==> config.mk <==
export PLATFORM = sky130hd
export DESIGN_NAME = tbf_csr_bank
export DESIGN_NICKNAME = d
export VERILOG_FILES = /design/src/shared/tbf_pkg.sv /design/src/hw/tbf_prio_gate.sv /design/src/hw/tbf_csr_bank.sv
export SDC_FILE = /design/constraint.sdc
export NUM_CORES = 1
export LEC_CHECK = 0
export ABC_CLOCK_PERIOD_IN_PS = 1600
export BUFFER_PORTS_ARGS = -buffer_cell sky130_fd_sc_hd__buf_2
export CORE_AREA = 3 3 88 73
export CTS_CLUSTER_DIAMETER = 60
export DETAILED_ROUTE_END_ITERATION = 10
export DIE_AREA = 0 0 91 76
export PLACE_DENSITY = 0.74
export SYNTH_ARGS = -nofsm -noshare
export SYNTH_HDL_FRONTEND = slang
export SYNTH_SLANG_ARGS = --single-unit
==> constraint.sdc <==
create_clock -name mclk_i -period 1.6 [get_ports mclk_i]
set_input_delay 0.08 -clock mclk_i [delete_from_list [all_inputs] [get_ports mclk_i]]
set_output_delay 0.08 -clock mclk_i [all_outputs]
set_load 0.005 [all_outputs]
==> src/shared/tbf_pkg.sv <==
/*
 * tbf_pkg: register map, field layout, reset values and build options of the
 * transmit/receive buffer flow-control register bank.
 * Assumes: imported whole by every design file of the block.
 */
package tbf_pkg;

    // window of the block inside configuration space (byte addresses)
    localparam int unsigned ADDR_W = 24;
    localparam logic [23:0] BLOCK_BASE = 24'h010000;
    localparam logic [23:0] BLOCK_SPAN_MASK = 24'hfffff8;

    // register offsets relative to the block base
    localparam logic [2:0] OFS_PRIO_THRESHOLD_CONFIG = 3'h0;
    localparam logic [2:0] OFS_BUFFER_OPTION_CONTROL = 3'h4;

    // priority_threshold_config field layout
    localparam int unsigned THR_W = 6;
    localparam int unsigned PRIO0_LSB = 0;
    localparam int unsigned PRIO1_LSB = 8;
    localparam int unsigned PRIO2_LSB = 16;
    localparam int unsigned THR_LIMIT = 64;

    // recommended safe reset thresholds
    localparam logic [5:0] PRIO0_RESET = 6'h03;
    localparam logic [5:0] PRIO1_RESET = 6'h02;
    localparam logic [5:0] PRIO2_RESET = 6'h01;

    // buffer_option_control field layout
    localparam int unsigned RX_ONLY_BIT = 31;
    localparam int unsigned UNIFIED_CLK_BIT = 30;
    localparam int unsigned TX_FC_BIT = 29;
    localparam int unsigned TX_REORDER_BIT = 28;
    localparam int unsigned TX_SIZE_LSB = 16;
    localparam int unsigned TX_SIZE_W = 11;
    localparam int unsigned FORCE_RX_BIT = 15;
    localparam int unsigned RX_SIZE_LSB = 0;
    localparam int unsigned RX_SIZE_W = 8;

    // default build options
    localparam int unsigned TX_SIZE_DEFAULT = 32;
    localparam int unsigned RX_SIZE_DEFAULT = 32;
    localparam logic FORCE_RX_RESET = 1'b0;

    // width of the partner free-space count from the link layer
    localparam int unsigned FREE_W_DEFAULT = 6;

    localparam logic [31:0] READ_ZERO = 32'h00000000;

    typedef enum logic [1:0] {
        TBF_BUS_IDLE,
        TBF_BUS_ANSWER
    } tbf_bus_state_t;

endpackage

==> src/hw/tbf_prio_gate.sv <==
/*
 * tbf_prio_gate: decides per priority whether a packet may be sent now,
 * from the partner's advertised free buffer space and the thresholds.
 * Assumes: all inputs come from logic on mclk_i; outputs are registered.
 */
`timescale 1ns/1ps

module tbf_prio_gate
    import tbf_pkg::*;
#(
    parameter int unsigned FREE_W = FREE_W_DEFAULT
) (
    input wire logic mclk_i,
    input wire logic rst_n_i,
    input wire logic tx_fc_active_i,
    input wire logic [FREE_W-1:0] partner_free_i,
    input wire logic [THR_W-1:0] prio0_threshold_i,
    input wire logic [THR_W-1:0] prio1_threshold_i,
    input wire logic [THR_W-1:0] prio2_threshold_i,
    output logic [2:0] prio_allow_o
);

    logic [THR_W-1:0] thr [3];
    logic [2:0] allow_d;
    logic [2:0] allow_q;

    assign thr[0] = prio0_threshold_i;
    assign thr[1] = prio1_threshold_i;
    assign thr[2] = prio2_threshold_i;

    // partner space must reach the threshold of the priority
    genvar g;
    generate
        for (g = 0; g < 3; g++) begin : g_prio
            always_comb begin
                if (tx_fc_active_i) begin
                    allow_d[g] = (partner_free_i >= FREE_W'(thr[g]));
                end else begin
                    allow_d[g] = 1'b1;
                end
            end
        end
    endgenerate

    always_ff @(posedge mclk_i) begin
        if (!rst_n_i) begin
            allow_q <= 3'h0;
        end else begin
            allow_q <= allow_d;
        end
    end

    assign prio_allow_o = allow_q;

endmodule

==> src/hw/tbf_csr_bank.sv <==
/*
 * tbf_csr_bank: threshold and buffer option registers of the packet buffer
 * stage, as an Avalon-MM slave with waitrequest, plus the transmit gate.
 * Assumes: a single Avalon master on mclk_i presenting byte addresses of the
 * configuration space; the link layer supplies the partner free-space count
 * on the same clock; the integrator clocks both layers alike when UNIFIED_CLK.
 */
// Implementation choice: register access over Avalon-MM.
//
// Functional notes
// software keeps 64 > prio0 > prio1 > prio2 > 0
// thresholds only gate sending under transmitter flow control
// prio2_threshold read-write at bits 21:16
// prio1_threshold read-write at bits 13:8
// prio0_threshold read-write at bits 5:0
// software sizes thresholds; safe values 3,2,1
// software halts traffic before changing thresholds
// bit 31 reads one for receiver-only build
// bit 30 reports single-clock build; integrator matches clocks
// bit 29 reads one while transmitter flow control active
// bit 28 reports request reordering allowed
// bits 26:16 report transmit buffer size 8/16/32
// bit 15 forces receiver flow control
// receiver-only build ignores bit 15 writes
// bits 7:0 report receive buffer size 8/16/32
// registers decoded from offset 0x010000 in block
// receiver flow control ignores thresholds entirely
`timescale 1ns/1ps

module tbf_csr_bank
    import tbf_pkg::*;
#(
    parameter bit RX_ONLY = 1'b0,
    parameter bit UNIFIED_CLK = 1'b0,
    parameter bit TX_REORDER = 1'b0,
    parameter int unsigned TX_SIZE = TX_SIZE_DEFAULT,
    parameter int unsigned RX_SIZE = RX_SIZE_DEFAULT,
    parameter logic [5:0] PRIO0_INIT = PRIO0_RESET,
    parameter logic [5:0] PRIO1_INIT = PRIO1_RESET,
    parameter logic [5:0] PRIO2_INIT = PRIO2_RESET,
    parameter bit FORCE_RX_INIT = FORCE_RX_RESET,
    parameter int unsigned FREE_W = FREE_W_DEFAULT
) (
    input wire logic mclk_i,
    input wire logic rst_n_i,
    input wire logic [ADDR_W-1:0] avs_address_i,
    input wire logic avs_read_i,
    input wire logic avs_write_i,
    input wire logic [31:0] avs_writedata_i,
    input wire logic [3:0] avs_byteenable_i,
    output logic [31:0] avs_readdata_o,
    output logic avs_waitrequest_o,
    input wire logic [FREE_W-1:0] partner_free_i,
    output logic [2:0] prio_allow_o,
    output logic tx_flow_ctrl_mode_o
);

    // build-time checks
    function automatic bit size_ok(input int unsigned sz);
        size_ok = (sz == 8) || (sz == 16) || (sz == 32);
    endfunction

    // refused at elaboration, before any logic is built
    if (!size_ok(TX_SIZE)) begin : g_bad_tx_size
        $error("transmit buffer size must be 8, 16 or 32");
    end
    if (!size_ok(RX_SIZE)) begin : g_bad_rx_size
        $error("receive buffer size must be 8, 16 or 32");
    end
    if (!((PRIO0_INIT > PRIO1_INIT) && (PRIO1_INIT > PRIO2_INIT) && (PRIO2_INIT > 6'h00))) begin : g_bad_init
        $error("reset thresholds must be strictly descending and nonzero");
    end
    if (FREE_W < THR_W) begin : g_bad_free_w
        $error("free-space count narrower than a threshold");
    end

    // decoding used by both the read and write paths
    function automatic logic hit(input logic [ADDR_W-1:0] addr, input logic [2:0] ofs);
        hit = ((addr & BLOCK_SPAN_MASK) == BLOCK_BASE) && (addr[2:0] == ofs);
    endfunction

    // byte-lane merge of a six-bit threshold living in byte lane lsb/8
    function automatic logic [THR_W-1:0] merge_thr(input logic [THR_W-1:0] old_v,
                                                   input logic [31:0] wdata,
                                                   input logic [3:0] be,
                                                   input int unsigned lsb);
        merge_thr = be[lsb/8] ? wdata[lsb +: THR_W] : old_v;
    endfunction

    tbf_bus_state_t bus_state_q;
    tbf_bus_state_t bus_state_d;
    logic waitreq_q;
    logic [31:0] rdata_q;
    logic [31:0] rdata_d;
    logic [THR_W-1:0] prio0_threshold_q;
    logic [THR_W-1:0] prio1_threshold_q;
    logic [THR_W-1:0] prio2_threshold_q;
    logic force_rx_q;
    logic tx_fc_q;
    logic tx_fc_d;
    logic wr_commit;
    logic wr_thr;
    logic wr_ctl;
    logic [31:0] thr_word;
    logic [31:0] ctl_word;

    localparam logic [TX_SIZE_W-1:0] TX_SIZE_FIELD = TX_SIZE_W'(TX_SIZE);
    localparam logic [RX_SIZE_W-1:0] RX_SIZE_FIELD = RX_SIZE_W'(RX_SIZE);

    // bus handshake: a request is answered with waitrequest low one cycle later
    always_comb begin
        bus_state_d = bus_state_q;
        case (bus_state_q)
            TBF_BUS_IDLE: begin
                if (avs_read_i || avs_write_i) begin
                    bus_state_d = TBF_BUS_ANSWER;
                end
            end
            TBF_BUS_ANSWER: begin
                bus_state_d = TBF_BUS_IDLE;
            end
            default: begin
                bus_state_d = TBF_BUS_IDLE;
            end
        endcase
    end

    always_ff @(posedge mclk_i) begin
        if (!rst_n_i) begin
            bus_state_q <= TBF_BUS_IDLE;
            waitreq_q <= 1'b1;
        end else begin
            bus_state_q <= bus_state_d;
            waitreq_q <= (bus_state_d != TBF_BUS_ANSWER);
        end
    end

    // a write takes effect at the edge where waitrequest is sampled low
    assign wr_commit = avs_write_i && (bus_state_q == TBF_BUS_ANSWER);
    assign wr_thr = wr_commit && hit(avs_address_i, OFS_PRIO_THRESHOLD_CONFIG);
    assign wr_ctl = wr_commit && hit(avs_address_i, OFS_BUFFER_OPTION_CONTROL);

    // thresholds, one byte lane each
    always_ff @(posedge mclk_i) begin
        if (!rst_n_i) begin
            prio0_threshold_q <= PRIO0_INIT;
            prio1_threshold_q <= PRIO1_INIT;
            prio2_threshold_q <= PRIO2_INIT;
        end else if (wr_thr) begin
            prio0_threshold_q <= merge_thr(prio0_threshold_q, avs_writedata_i, avs_byteenable_i, PRIO0_LSB);
            prio1_threshold_q <= merge_thr(prio1_threshold_q, avs_writedata_i, avs_byteenable_i, PRIO1_LSB);
            prio2_threshold_q <= merge_thr(prio2_threshold_q, avs_writedata_i, avs_byteenable_i, PRIO2_LSB);
        end
    end

    // force bit: held at zero in a receiver-only build, where it means nothing
    always_ff @(posedge mclk_i) begin
        if (!rst_n_i) begin
            force_rx_q <= RX_ONLY ? 1'b0 : FORCE_RX_INIT;
        end else if (wr_ctl && avs_byteenable_i[FORCE_RX_BIT/8] && !RX_ONLY) begin
            force_rx_q <= avs_writedata_i[FORCE_RX_BIT];
        end
    end

    // current flow-control mode
    assign tx_fc_d = !RX_ONLY && !force_rx_q;

    always_ff @(posedge mclk_i) begin
        if (!rst_n_i) begin
            tx_fc_q <= 1'b0;
        end else begin
            tx_fc_q <= tx_fc_d;
        end
    end

    // read views; reserved bits stay zero
    always_comb begin
        thr_word = READ_ZERO;
        thr_word[PRIO0_LSB +: THR_W] = prio0_threshold_q;
        thr_word[PRIO1_LSB +: THR_W] = prio1_threshold_q;
        thr_word[PRIO2_LSB +: THR_W] = prio2_threshold_q;
    end

    always_comb begin
        ctl_word = READ_ZERO;
        ctl_word[RX_ONLY_BIT] = RX_ONLY;
        ctl_word[UNIFIED_CLK_BIT] = UNIFIED_CLK;
        ctl_word[TX_FC_BIT] = tx_fc_d;
        ctl_word[TX_REORDER_BIT] = TX_REORDER;
        ctl_word[TX_SIZE_LSB +: TX_SIZE_W] = TX_SIZE_FIELD;
        ctl_word[FORCE_RX_BIT] = force_rx_q;
        ctl_word[RX_SIZE_LSB +: RX_SIZE_W] = RX_SIZE_FIELD;
    end

    // read data is captured when the request is first seen and held for the answer
    always_comb begin
        rdata_d = rdata_q;
        if (bus_state_q == TBF_BUS_IDLE && avs_read_i) begin
            if (hit(avs_address_i, OFS_PRIO_THRESHOLD_CONFIG)) begin
                rdata_d = thr_word;
            end else if (hit(avs_address_i, OFS_BUFFER_OPTION_CONTROL)) begin
                rdata_d = ctl_word;
            end else begin
                rdata_d = READ_ZERO;
            end
        end
    end

    always_ff @(posedge mclk_i) begin
        if (!rst_n_i) begin
            rdata_q <= READ_ZERO;
        end else begin
            rdata_q <= rdata_d;
        end
    end

    // transmit gate per priority
    tbf_prio_gate #(
        .FREE_W(FREE_W)
    ) u_gate (
        .mclk_i(mclk_i),
        .rst_n_i(rst_n_i),
        .tx_fc_active_i(tx_fc_d),
        .partner_free_i(partner_free_i),
        .prio0_threshold_i(prio0_threshold_q),
        .prio1_threshold_i(prio1_threshold_q),
        .prio2_threshold_i(prio2_threshold_q),
        .prio_allow_o(prio_allow_o)
    );

    assign avs_readdata_o = rdata_q;
    assign avs_waitrequest_o = waitreq_q;
    assign tx_flow_ctrl_mode_o = tx_fc_q;

endmodule

## After elaboration in Yosys (flattened, before gate mapping)

Cells that the tools add are included.

- Register bits: 58
- Bits in latches: 0
- Bits in writable memories: 0
- Bits in read-only memories: 0
- Input port bits: 70
- Output and inout port bits: 37
- Logic and storage cells: 37
- Memories: 0

- Add/subtract/negate cells: 0
- $mul: 0
- Divide/modulo/power cells: 0
- Order comparisons: 3
- Equal/unequal tests: 4
- Shift operators: 0
- Muxes and demuxes: 7
- Bitwise logic cells: 0
- Reductions and logical operators: 14

Operators with widths:

| cell | number |
|---|---|
| two-way mux 30 bit | 2 |
| equality test 21 x 14 -> 1 bit, second input constant | 1 |
| >= comparator 6 bit | 3 |
| logical AND 1 bit | 7 |
| AND reduction 2 bit | 3 |
| two-way mux 2 bit | 2 |
| equality test 3 bit, second input constant | 1 |
| zero test 3 bit | 1 |
| two-way mux 1 bit | 3 |
| equality test 2 x 1 -> 1 bit, second input constant | 1 |
| zero test 2 bit | 1 |
| != test 2 x 1 -> 1 bit, second input constant | 1 |
| zero test 1 bit | 1 |
| logical OR 1 bit | 1 |

## Longest topological paths before layout

Gate-level depths: netlist (run 1).

- Depth after elaboration: 4
- Mapped depth: 6

## By module

A second synthesis (run 1) with hierarchy kept.

- Cell total of the unflattened synthesis: 271
- Area total of the unflattened synthesis: 2,364.8 um^2

Modules (own cells, without submodules):

| module | instances | cells an instance | area each (um^2) |
|---|---|---|---|
| tbf_csr_bank | 1 | 204 | 1,848.0 |
| tbf_prio_gate | 1 | 67 | 516.7 |

## Worst setup path before layout (run 1)

No wires, ideal clock.

- Path kind: reg-to-reg
- From: register bus_state_q[0]
- To: register rdata_q[10], in the netlist avs_readdata_o[10]
- Setup time: 0.059 ns
- Arrival time: 1.456 ns
- Data required time: 1.541 ns
- Setup slack: 0.085 ns
- Stages on the path, launching flop included: 6
- Path buffers: 1
- Clock period less this slack: 1.515 ns
- Cell sequence: dfxtp_1 > nor3b_1 > nand2_1 > nor4_4 > buf_6 > a22o_1

- Longest elaborated chain between the ends: 2

RTL lines:

| item | line | RTL |
|---|---|---|
| start: declaration | tbf_csr_bank.sv:90 | `tbf_bus_state_t bus_state_q;` |
| start signal: assignment | tbf_csr_bank.sv:133 | `bus_state_q <= bus_state_d;` |
| zero test 2 bit | tbf_csr_bank.sv:198 | `if (bus_state_q == TBF_BUS_IDLE && avs_read_i) begin` |
| logical AND 1 bit | tbf_csr_bank.sv:198 |  |
| end signal: assignment | tbf_csr_bank.sv:213 | `rdata_q <= rdata_d;` |
| end: declaration | tbf_csr_bank.sv:93 | `logic [31:0] rdata_q;` |

No other way between the ends.
A chain may end at the register's enable or synchronous reset.

## Final worst setup path (run 1)

- From: register bus_state_q[0]
- To: register rdata_q[20], in the netlist avs_readdata_o[20]

Same word-level chain as after synthesis.

==> results.sh, run 1 <==
export IMPL_status="finished, final reports clean"
export IMPL_grtUsageMet1_pct=21.2
export IMPL_clk_pin_slew_worst_paths_ns=0.09
export IMPL_hold_depth=3
export IMPL_crit_buf_inv=2
export IMPL_setup_viol=0
export IMPL_critPathKind="reg2reg"
export IMPL_place_gp_congestion=0.817
export IMPL_period_share_pct=91.4
export IMPL_grt_usage_pct=16.1
export IMPL_nets=417
export IMPL_synthSimpleGateAreaFrac_pct=22.4
export IMPL_synth_edf_count=0
export IMPL_avgSynthCellArea_sq_um=9.59
export IMPL_drc=0
export IMPL_die_x_um=91
export IMPL_clock_sinks=46
export IMPL_dp_hpwl_um=4220
export IMPL_ant_nets=0
export IMPL_reg2reg_slack_ns=0.14
export IMPL_antenna_found_initial=0
export IMPL_end_kind="flip-flop"
export IMPL_cp_required_ns=1.84
export IMPL_globalRoute_totalOverflow=0
export IMPL_period_minus_slack_ns=1.46
export IMPL_worstPathCellList="nor3b_2 -> buf_4 -> nand2_1 -> nor4_4 -> buf_12 -> a22o_1"
export IMPL_drtIter0Drc=61
export IMPL_worst_pin_slew_ns=0.650
export IMPL_yosys_warnings=0
export IMPL_critPathLaunchType="flip-flop"
export IMPL_synthAdderAreaFrac_pct=9.62
export IMPL_rsz0062_at_grt="false"
export IMPL_grt_pass1_vias=1890
export IMPL_cts_tree="built"
export IMPL_top_usage_layer="met2"
export IMPL_rows=24
export IMPL_cts_root_buf="clkbuf_8"
export IMPL_hp_class="in2reg"
export IMPL_timing_final_max_slew_violations=0
export IMPL_setup_slack_ns=0.138
export IMPL_layout_drive_gt1_share_pct=32.1
export IMPL_synth_area_mux_share_pct=8.12
export IMPL_slowest_stage="dfxtp_1"
export IMPL_first_pass_iters=4
export IMPL_pre_cts_ws_ns=-0.0452
export IMPL_yosys_cell_types_count=29
export IMPL_syn_to_final_growth_pct=25.5
export IMPL_power_leakage_uw=0.00133
export IMPL_cp_top_family="simple AND/OR/NAND/NOR gates"
export IMPL_worst_path_stages=6
export IMPL_power_density_nw_per_um2=767
export IMPL_finalSetupTns_ns=0
export IMPL_core_region_area_sq_um=5530
export IMPL_critPathMaxStageDelay_ns=0.35
export IMPL_seq_area_frac_synth_pct=39.3
export IMPL_synth_async_reset_ratio_pct=0
export IMPL_met3_usage_pct=4.74
export IMPL_fin_util_pct=53.2
export IMPL_relSlewSlack_pct=56.5
export IMPL_clock_path_buffers=2
export IMPL_ir_drop_mv=0.471
export IMPL_dp_cells=400
export IMPL_io_buffers=80
export IMPL_synth_top_family_by_area="simple AND/OR/NAND/NOR gates"
export IMPL_gr_usage_met2_pct=25.8
export IMPL_dieArea_sq_um=6920
export IMPL_avgRoutedWirePerCell_um=13.5
export IMPL_crit_arrival_ns=1.70
export IMPL_hold_viol=0
export IMPL_worstSkewPairLatency_ns=0.30
export IMPL_antenna_cells=0
export IMPL_grt_max_degree=60
export IMPL_power_uw=2250
export IMPL_cts_buffers=5
export IMPL_vias=1937
export IMPL_postCtsSetupBuffers=0
export IMPL_drv_cap=0
export IMPL_fin_skew_ns=0.00652
export IMPL_synth_seq_cells=46
export IMPL_io_pins=107
export IMPL_die_h_um=76
export IMPL_synth_compound_area_share_pct=11.7
export IMPL_reg2reg_depth=6
export IMPL_synthFlopType="dfxtp_1"
export IMPL_htree_num_levels=2
export IMPL_grt_pass1_wl_um=9130
export IMPL_final_cells=408
export IMPL_wl_um=5490
export IMPL_synth_cell_area_sq_um=2340
export IMPL_path_max_fanout=15
export IMPL_fmax_ghz=0.684
export IMPL_synth_xor_area_share_pct=0
export IMPL_fillCellCount=540
export IMPL_synth_cells=244
export IMPL_vias_per_cell=4.75
export IMPL_start_util_pct=42.4
area by class of cell:
cell class                 count  area [sq um]  area share (%)
clock inverter                 2          37.5            1.28
inverter                      18          67.6            2.30
clock buffer                   6          72.6            2.47
timing repair buffer          88           473            16.1
multi-input combinational    170          1270            43.2
sequential                    46           921            31.3
tap                           78          97.6            3.32
sequential cells by signal (all words and copies together), names as in the netlist:
signal / count
avs_readdata_o: 20
prio0_threshold_q: 6
prio1_threshold_q: 6
prio2_threshold_q: 6
u_gate.prio_allow_o: 3
bus_state_q: 2
avs_waitrequest_o: 1
force_rx_q: 1
tx_flow_ctrl_mode_o: 1
kinds of logic after synthesis:
logic type	after synthesis
AND/OR/NAND/NOR	82
flip-flops	46
buffers and inverters	40
AO/OA/AOI/OAI	38
multiplexers	19
adder cells (fa/ha/maj)	18
other	1
cell usage in the layout (no fill, tap or decap):
cell / instances
nor4_4: 7
clkbuf_1: 1
clkinvlp_4: 1
conb_1: 13
buf_2: 80
buf_4: 7
a32o_1: 1
nand4_1: 1
nor3_1: 2
a41o_1: 3
nand2b_1: 3
a22o_1: 15
nand3_1: 7
nand4_4: 1
nand2_1: 41
buf_12: 1
nor4_1: 2
nor2_1: 2
dfxtp_1: 46
ha_1: 18
nor4b_1: 1
inv_1: 18
nand4b_1: 2
o211ai_1: 3
a21oi_1: 6
nor2b_1: 9
mux2i_1: 19
nor2b_2: 1
bufinv_16: 1
nor3b_2: 1
or2_2: 1
nand3b_1: 1
clkbuf_8: 5
o21ai_0: 10
report_power, final:
part           internal [uW]  leakage (uW)  switching [uW]  total [uW]
sequential              1160      0.000373            6.04        1160
clock                    466     0.0000514             397         863
combinational            104      0.000907             126         230
total                   1730       0.00133             528        2250
final timing paths:
check | endpoint | start
worst min-delay path | prio2_threshold_q[2]$_SDFFE_PN0P_ | avs_writedata_i[18]
worst min register to register | prio1_threshold_q[3]$_SDFFE_PN0P_ | prio1_threshold_q[3]$_SDFFE_PN0P_
worst max register to register | avs_readdata_o[20]$_SDFFE_PN0P_ | bus_state_q[0]$_SDFF_PN0_
worst max-delay path | avs_readdata_o[20]$_SDFFE_PN0P_ | bus_state_q[0]$_SDFF_PN0_
worst register-to-register path: cells and delay by family, from the launching register on:
family	cells	cell delay [ns]
flip-flops	1	0.35
AND/OR/NAND/NOR	3	0.56
AO/OA/AOI/OAI	1	0.13
buffers and inverters	2	0.37
synth_stat cells, types with 2 or more instances:
cell type	n	area, sq um
o21ai_0	10	50.1
a21oi_1	6	30.0
mux2i_1	19	190
nand2b_1	3	18.8
clkbuf_1	9	33.8
a22o_1	15	131
a41o_1	3	30.0
nor2b_1	10	62.6
nor4_4	7	149
dfxtp_1	46	921
buf_4	12	90.1
nand4b_1	2	17.5
nor4_1	2	12.5
nand2_1	41	154
o211ai_1	3	22.5
ha_1	18	225
nor2_1	2	7.51
nand3_1	7	35.0
inv_1	18	67.6
nor3_1	2	10.0
per-layer routing:
metal / wire length (um) / vias to the layer above
met4: 50 / 0
met5: 0 / -
met1: 2450 / 877
met2: 2610 / 60
met3: 380 / 6
li1: - / 994
per-stage QoR:
step | instance area, sq um | hold WS, ns
6_report | 2940 | 0.0163
5_1_grt | 2940 | 0.0101
4_1_cts | 2940 | 0.0118
3_5_place_dp | 2820 | 0.334
3_3_place_gp | 2820 | 0.332
2_1_floorplan | 2390 | 0.219
what timing repair did:
action                                  CTS  global route
hold buffers                              0             0
endpoints found under the setup margin   15             0
resized for setup                         2             0
endpoints found under the hold margin     0             0
No activity file was read; power rests on OpenSTA's default activity.
==> inputs of run 2 (changes only) <==
Settings changed: CORE_AREA 3 3 88 73 to 3 3 101 64, DIE_AREA 0 0 91 76 to 0 0 104 67.
==> run 2 against run 1 <==
Compared with the run above:
- register-to-register slack improved by 0.04 ns
- sequential share of layout area is essentially flat
- setup slack better by 0.045 ns
- combinational power rose by 3%
- die area is 0.75% higher
- critical path depth down 1
- critical endpoint is now u_gate.prio_allow_o[1]$_SDFF_PN0_
==> results.sh, run 2 (synthesis results as in run 1) <==
export IMPL_die_h_um=67
export IMPL_htree_num_levels=2
export IMPL_clk_pin_slew_worst_paths_ns=0.08
export IMPL_vias=1942
export IMPL_period_share_pct=88.6
export IMPL_io_pins=107
export IMPL_clock_path_buffers=2
export IMPL_grt_usage_pct=16.2
export IMPL_critPathLaunchType="flip-flop"
export IMPL_dieArea_sq_um=6970
export IMPL_cts_tree="built"
export IMPL_period_minus_slack_ns=1.42
export IMPL_start_util_pct=42.0
export IMPL_gr_usage_met2_pct=25.4
export IMPL_postCtsSetupBuffers=0
export IMPL_globalRoute_totalOverflow=0
export IMPL_clock_sinks=46
export IMPL_critPathKind="reg2reg"
export IMPL_met3_usage_pct=3.97
export IMPL_dp_hpwl_um=4350
export IMPL_first_pass_iters=4
export IMPL_core_region_area_sq_um=5570
export IMPL_drc=0
export IMPL_rsz0062_at_grt="false"
export IMPL_setup_viol=0
export IMPL_rows=21
export IMPL_fillCellCount=537
export IMPL_worstSkewPairLatency_ns=0.29
export IMPL_top_usage_layer="met2"
export IMPL_ff_latch_area_sq_um=921
export IMPL_hold_depth=3
export IMPL_fmax_ghz=0.706
export IMPL_largest_reg_flops=20
export IMPL_fin_skew_ns=0.00502
export IMPL_hold_buffers=0
export IMPL_ant_nets=0
export IMPL_fin_util_pct=52.8
export IMPL_syn_to_final_growth_pct=25.7
export IMPL_cp_required_ns=1.79
export IMPL_postCtsResizedCells=0
export IMPL_antenna_found_initial=0
export IMPL_finalSetupTns_ns=0
export IMPL_grt_max_degree=19
export IMPL_die_x_um=104
export IMPL_status="finished, final reports clean"
export IMPL_grt_pass1_wl_um=8950
export IMPL_hold_viol=0
export IMPL_reg2reg_depth=5
export IMPL_cts_root_buf="clkbuf_8"
export IMPL_path_max_fanout=2
export IMPL_ir_drop_mv=0.302
export IMPL_antenna_cells=0
export IMPL_vias_per_cell=4.71
export IMPL_grtUsageMet1_pct=22.8
export IMPL_final_common_cell="buf_2"
export IMPL_nets=419
export IMPL_io_buffers=80
export IMPL_drv_cap=0
export IMPL_layout_common_cells="80 x buf_2, 46 x dfxtp_1, 41 x nand2_1"
export IMPL_avgRoutedWirePerCell_um=13.4
export IMPL_wl_um=5500
export IMPL_power_density_nw_per_um2=720
export IMPL_drtIter0Drc=76
export IMPL_multi_input_area_sq_um=1260
export IMPL_crit_arrival_ns=1.60
export IMPL_cts_buffers=5
export IMPL_power_leakage_uw=0.00134
export IMPL_place_gp_congestion=0.763
export IMPL_grt_pass1_vias=1868
export IMPL_hp_class="in2reg"
export IMPL_layout_drive_gt1_share_pct=31.9
export IMPL_timing_final_max_slew_violations=0
export IMPL_end_kind="flip-flop"
[run 2: metrics by stage]
| stage | area, sq um | power, uW | hold slack [ns] | setup slack [ns] | instances |
|---|---|---|---|---|---|
| detailed placement | 2850 | 1420 | 0.332 | 0.0127 | 404 |
| finish | 2940 | 2120 | 0.0210 | 0.183 | 412 |
| floorplan | 2390 | 1320 | 0.219 | 0.0849 | 256 |
| global route | 2940 | 2230 | 0.00761 | 0.0517 | 412 |
| CTS | 2940 | 2140 | 0.0146 | 0.182 | 412 |
| global placement | 2850 | 1420 | 0.330 | 0.0711 | 404 |
[run 2: final timing paths]
kind	from	end	slack, ns
max	prio1_threshold_q[0]$_SDFFE_PN0P_	u_gate.prio_allow_o[1]$_SDFF_PN0_	0.18
min	avs_writedata_i[13]	prio1_threshold_q[5]$_SDFFE_PN0P_	0.02
min reg2reg	avs_readdata_o[1]$_SDFFE_PN0P_	avs_readdata_o[1]$_SDFFE_PN0P_	0.48
max reg2reg	prio1_threshold_q[0]$_SDFFE_PN0P_	u_gate.prio_allow_o[1]$_SDFF_PN0_	0.18
[run 2: area by class of cell]
class | instances | share of cell area, %
Tap cell | 80 | 3.40
Multi-Input combinational cell | 170 | 42.9
Sequential cell | 46 | 31.3
Timing Repair Buffer | 90 | 17.0
Clock buffer | 7 | 2.93
Clock inverter | 1 | 0.170
Inverter | 18 | 2.30
[run 2: power breakdown]
part | internal [uW] | switching (uW)
sequential | 1160 | 4.91
combinational | 108 | 128
clock | 349 | 372
[run 2: metal layers]
layer  up-vias  part of all wire [%]
met5         -                     0
met1       899                    52
met2        42                    43
met3         4                   4.5
met4         0                  0.42
li1        997                     -
[run 2: critical path, cell delays in order, from the launching register on]
cell and delay [ns]:
dfxtp_1 0.39, ha_1 0.24, nand2b_1 0.14, a21oi_1 0.14, o21ai_0 0.13, a41o_1 0.27
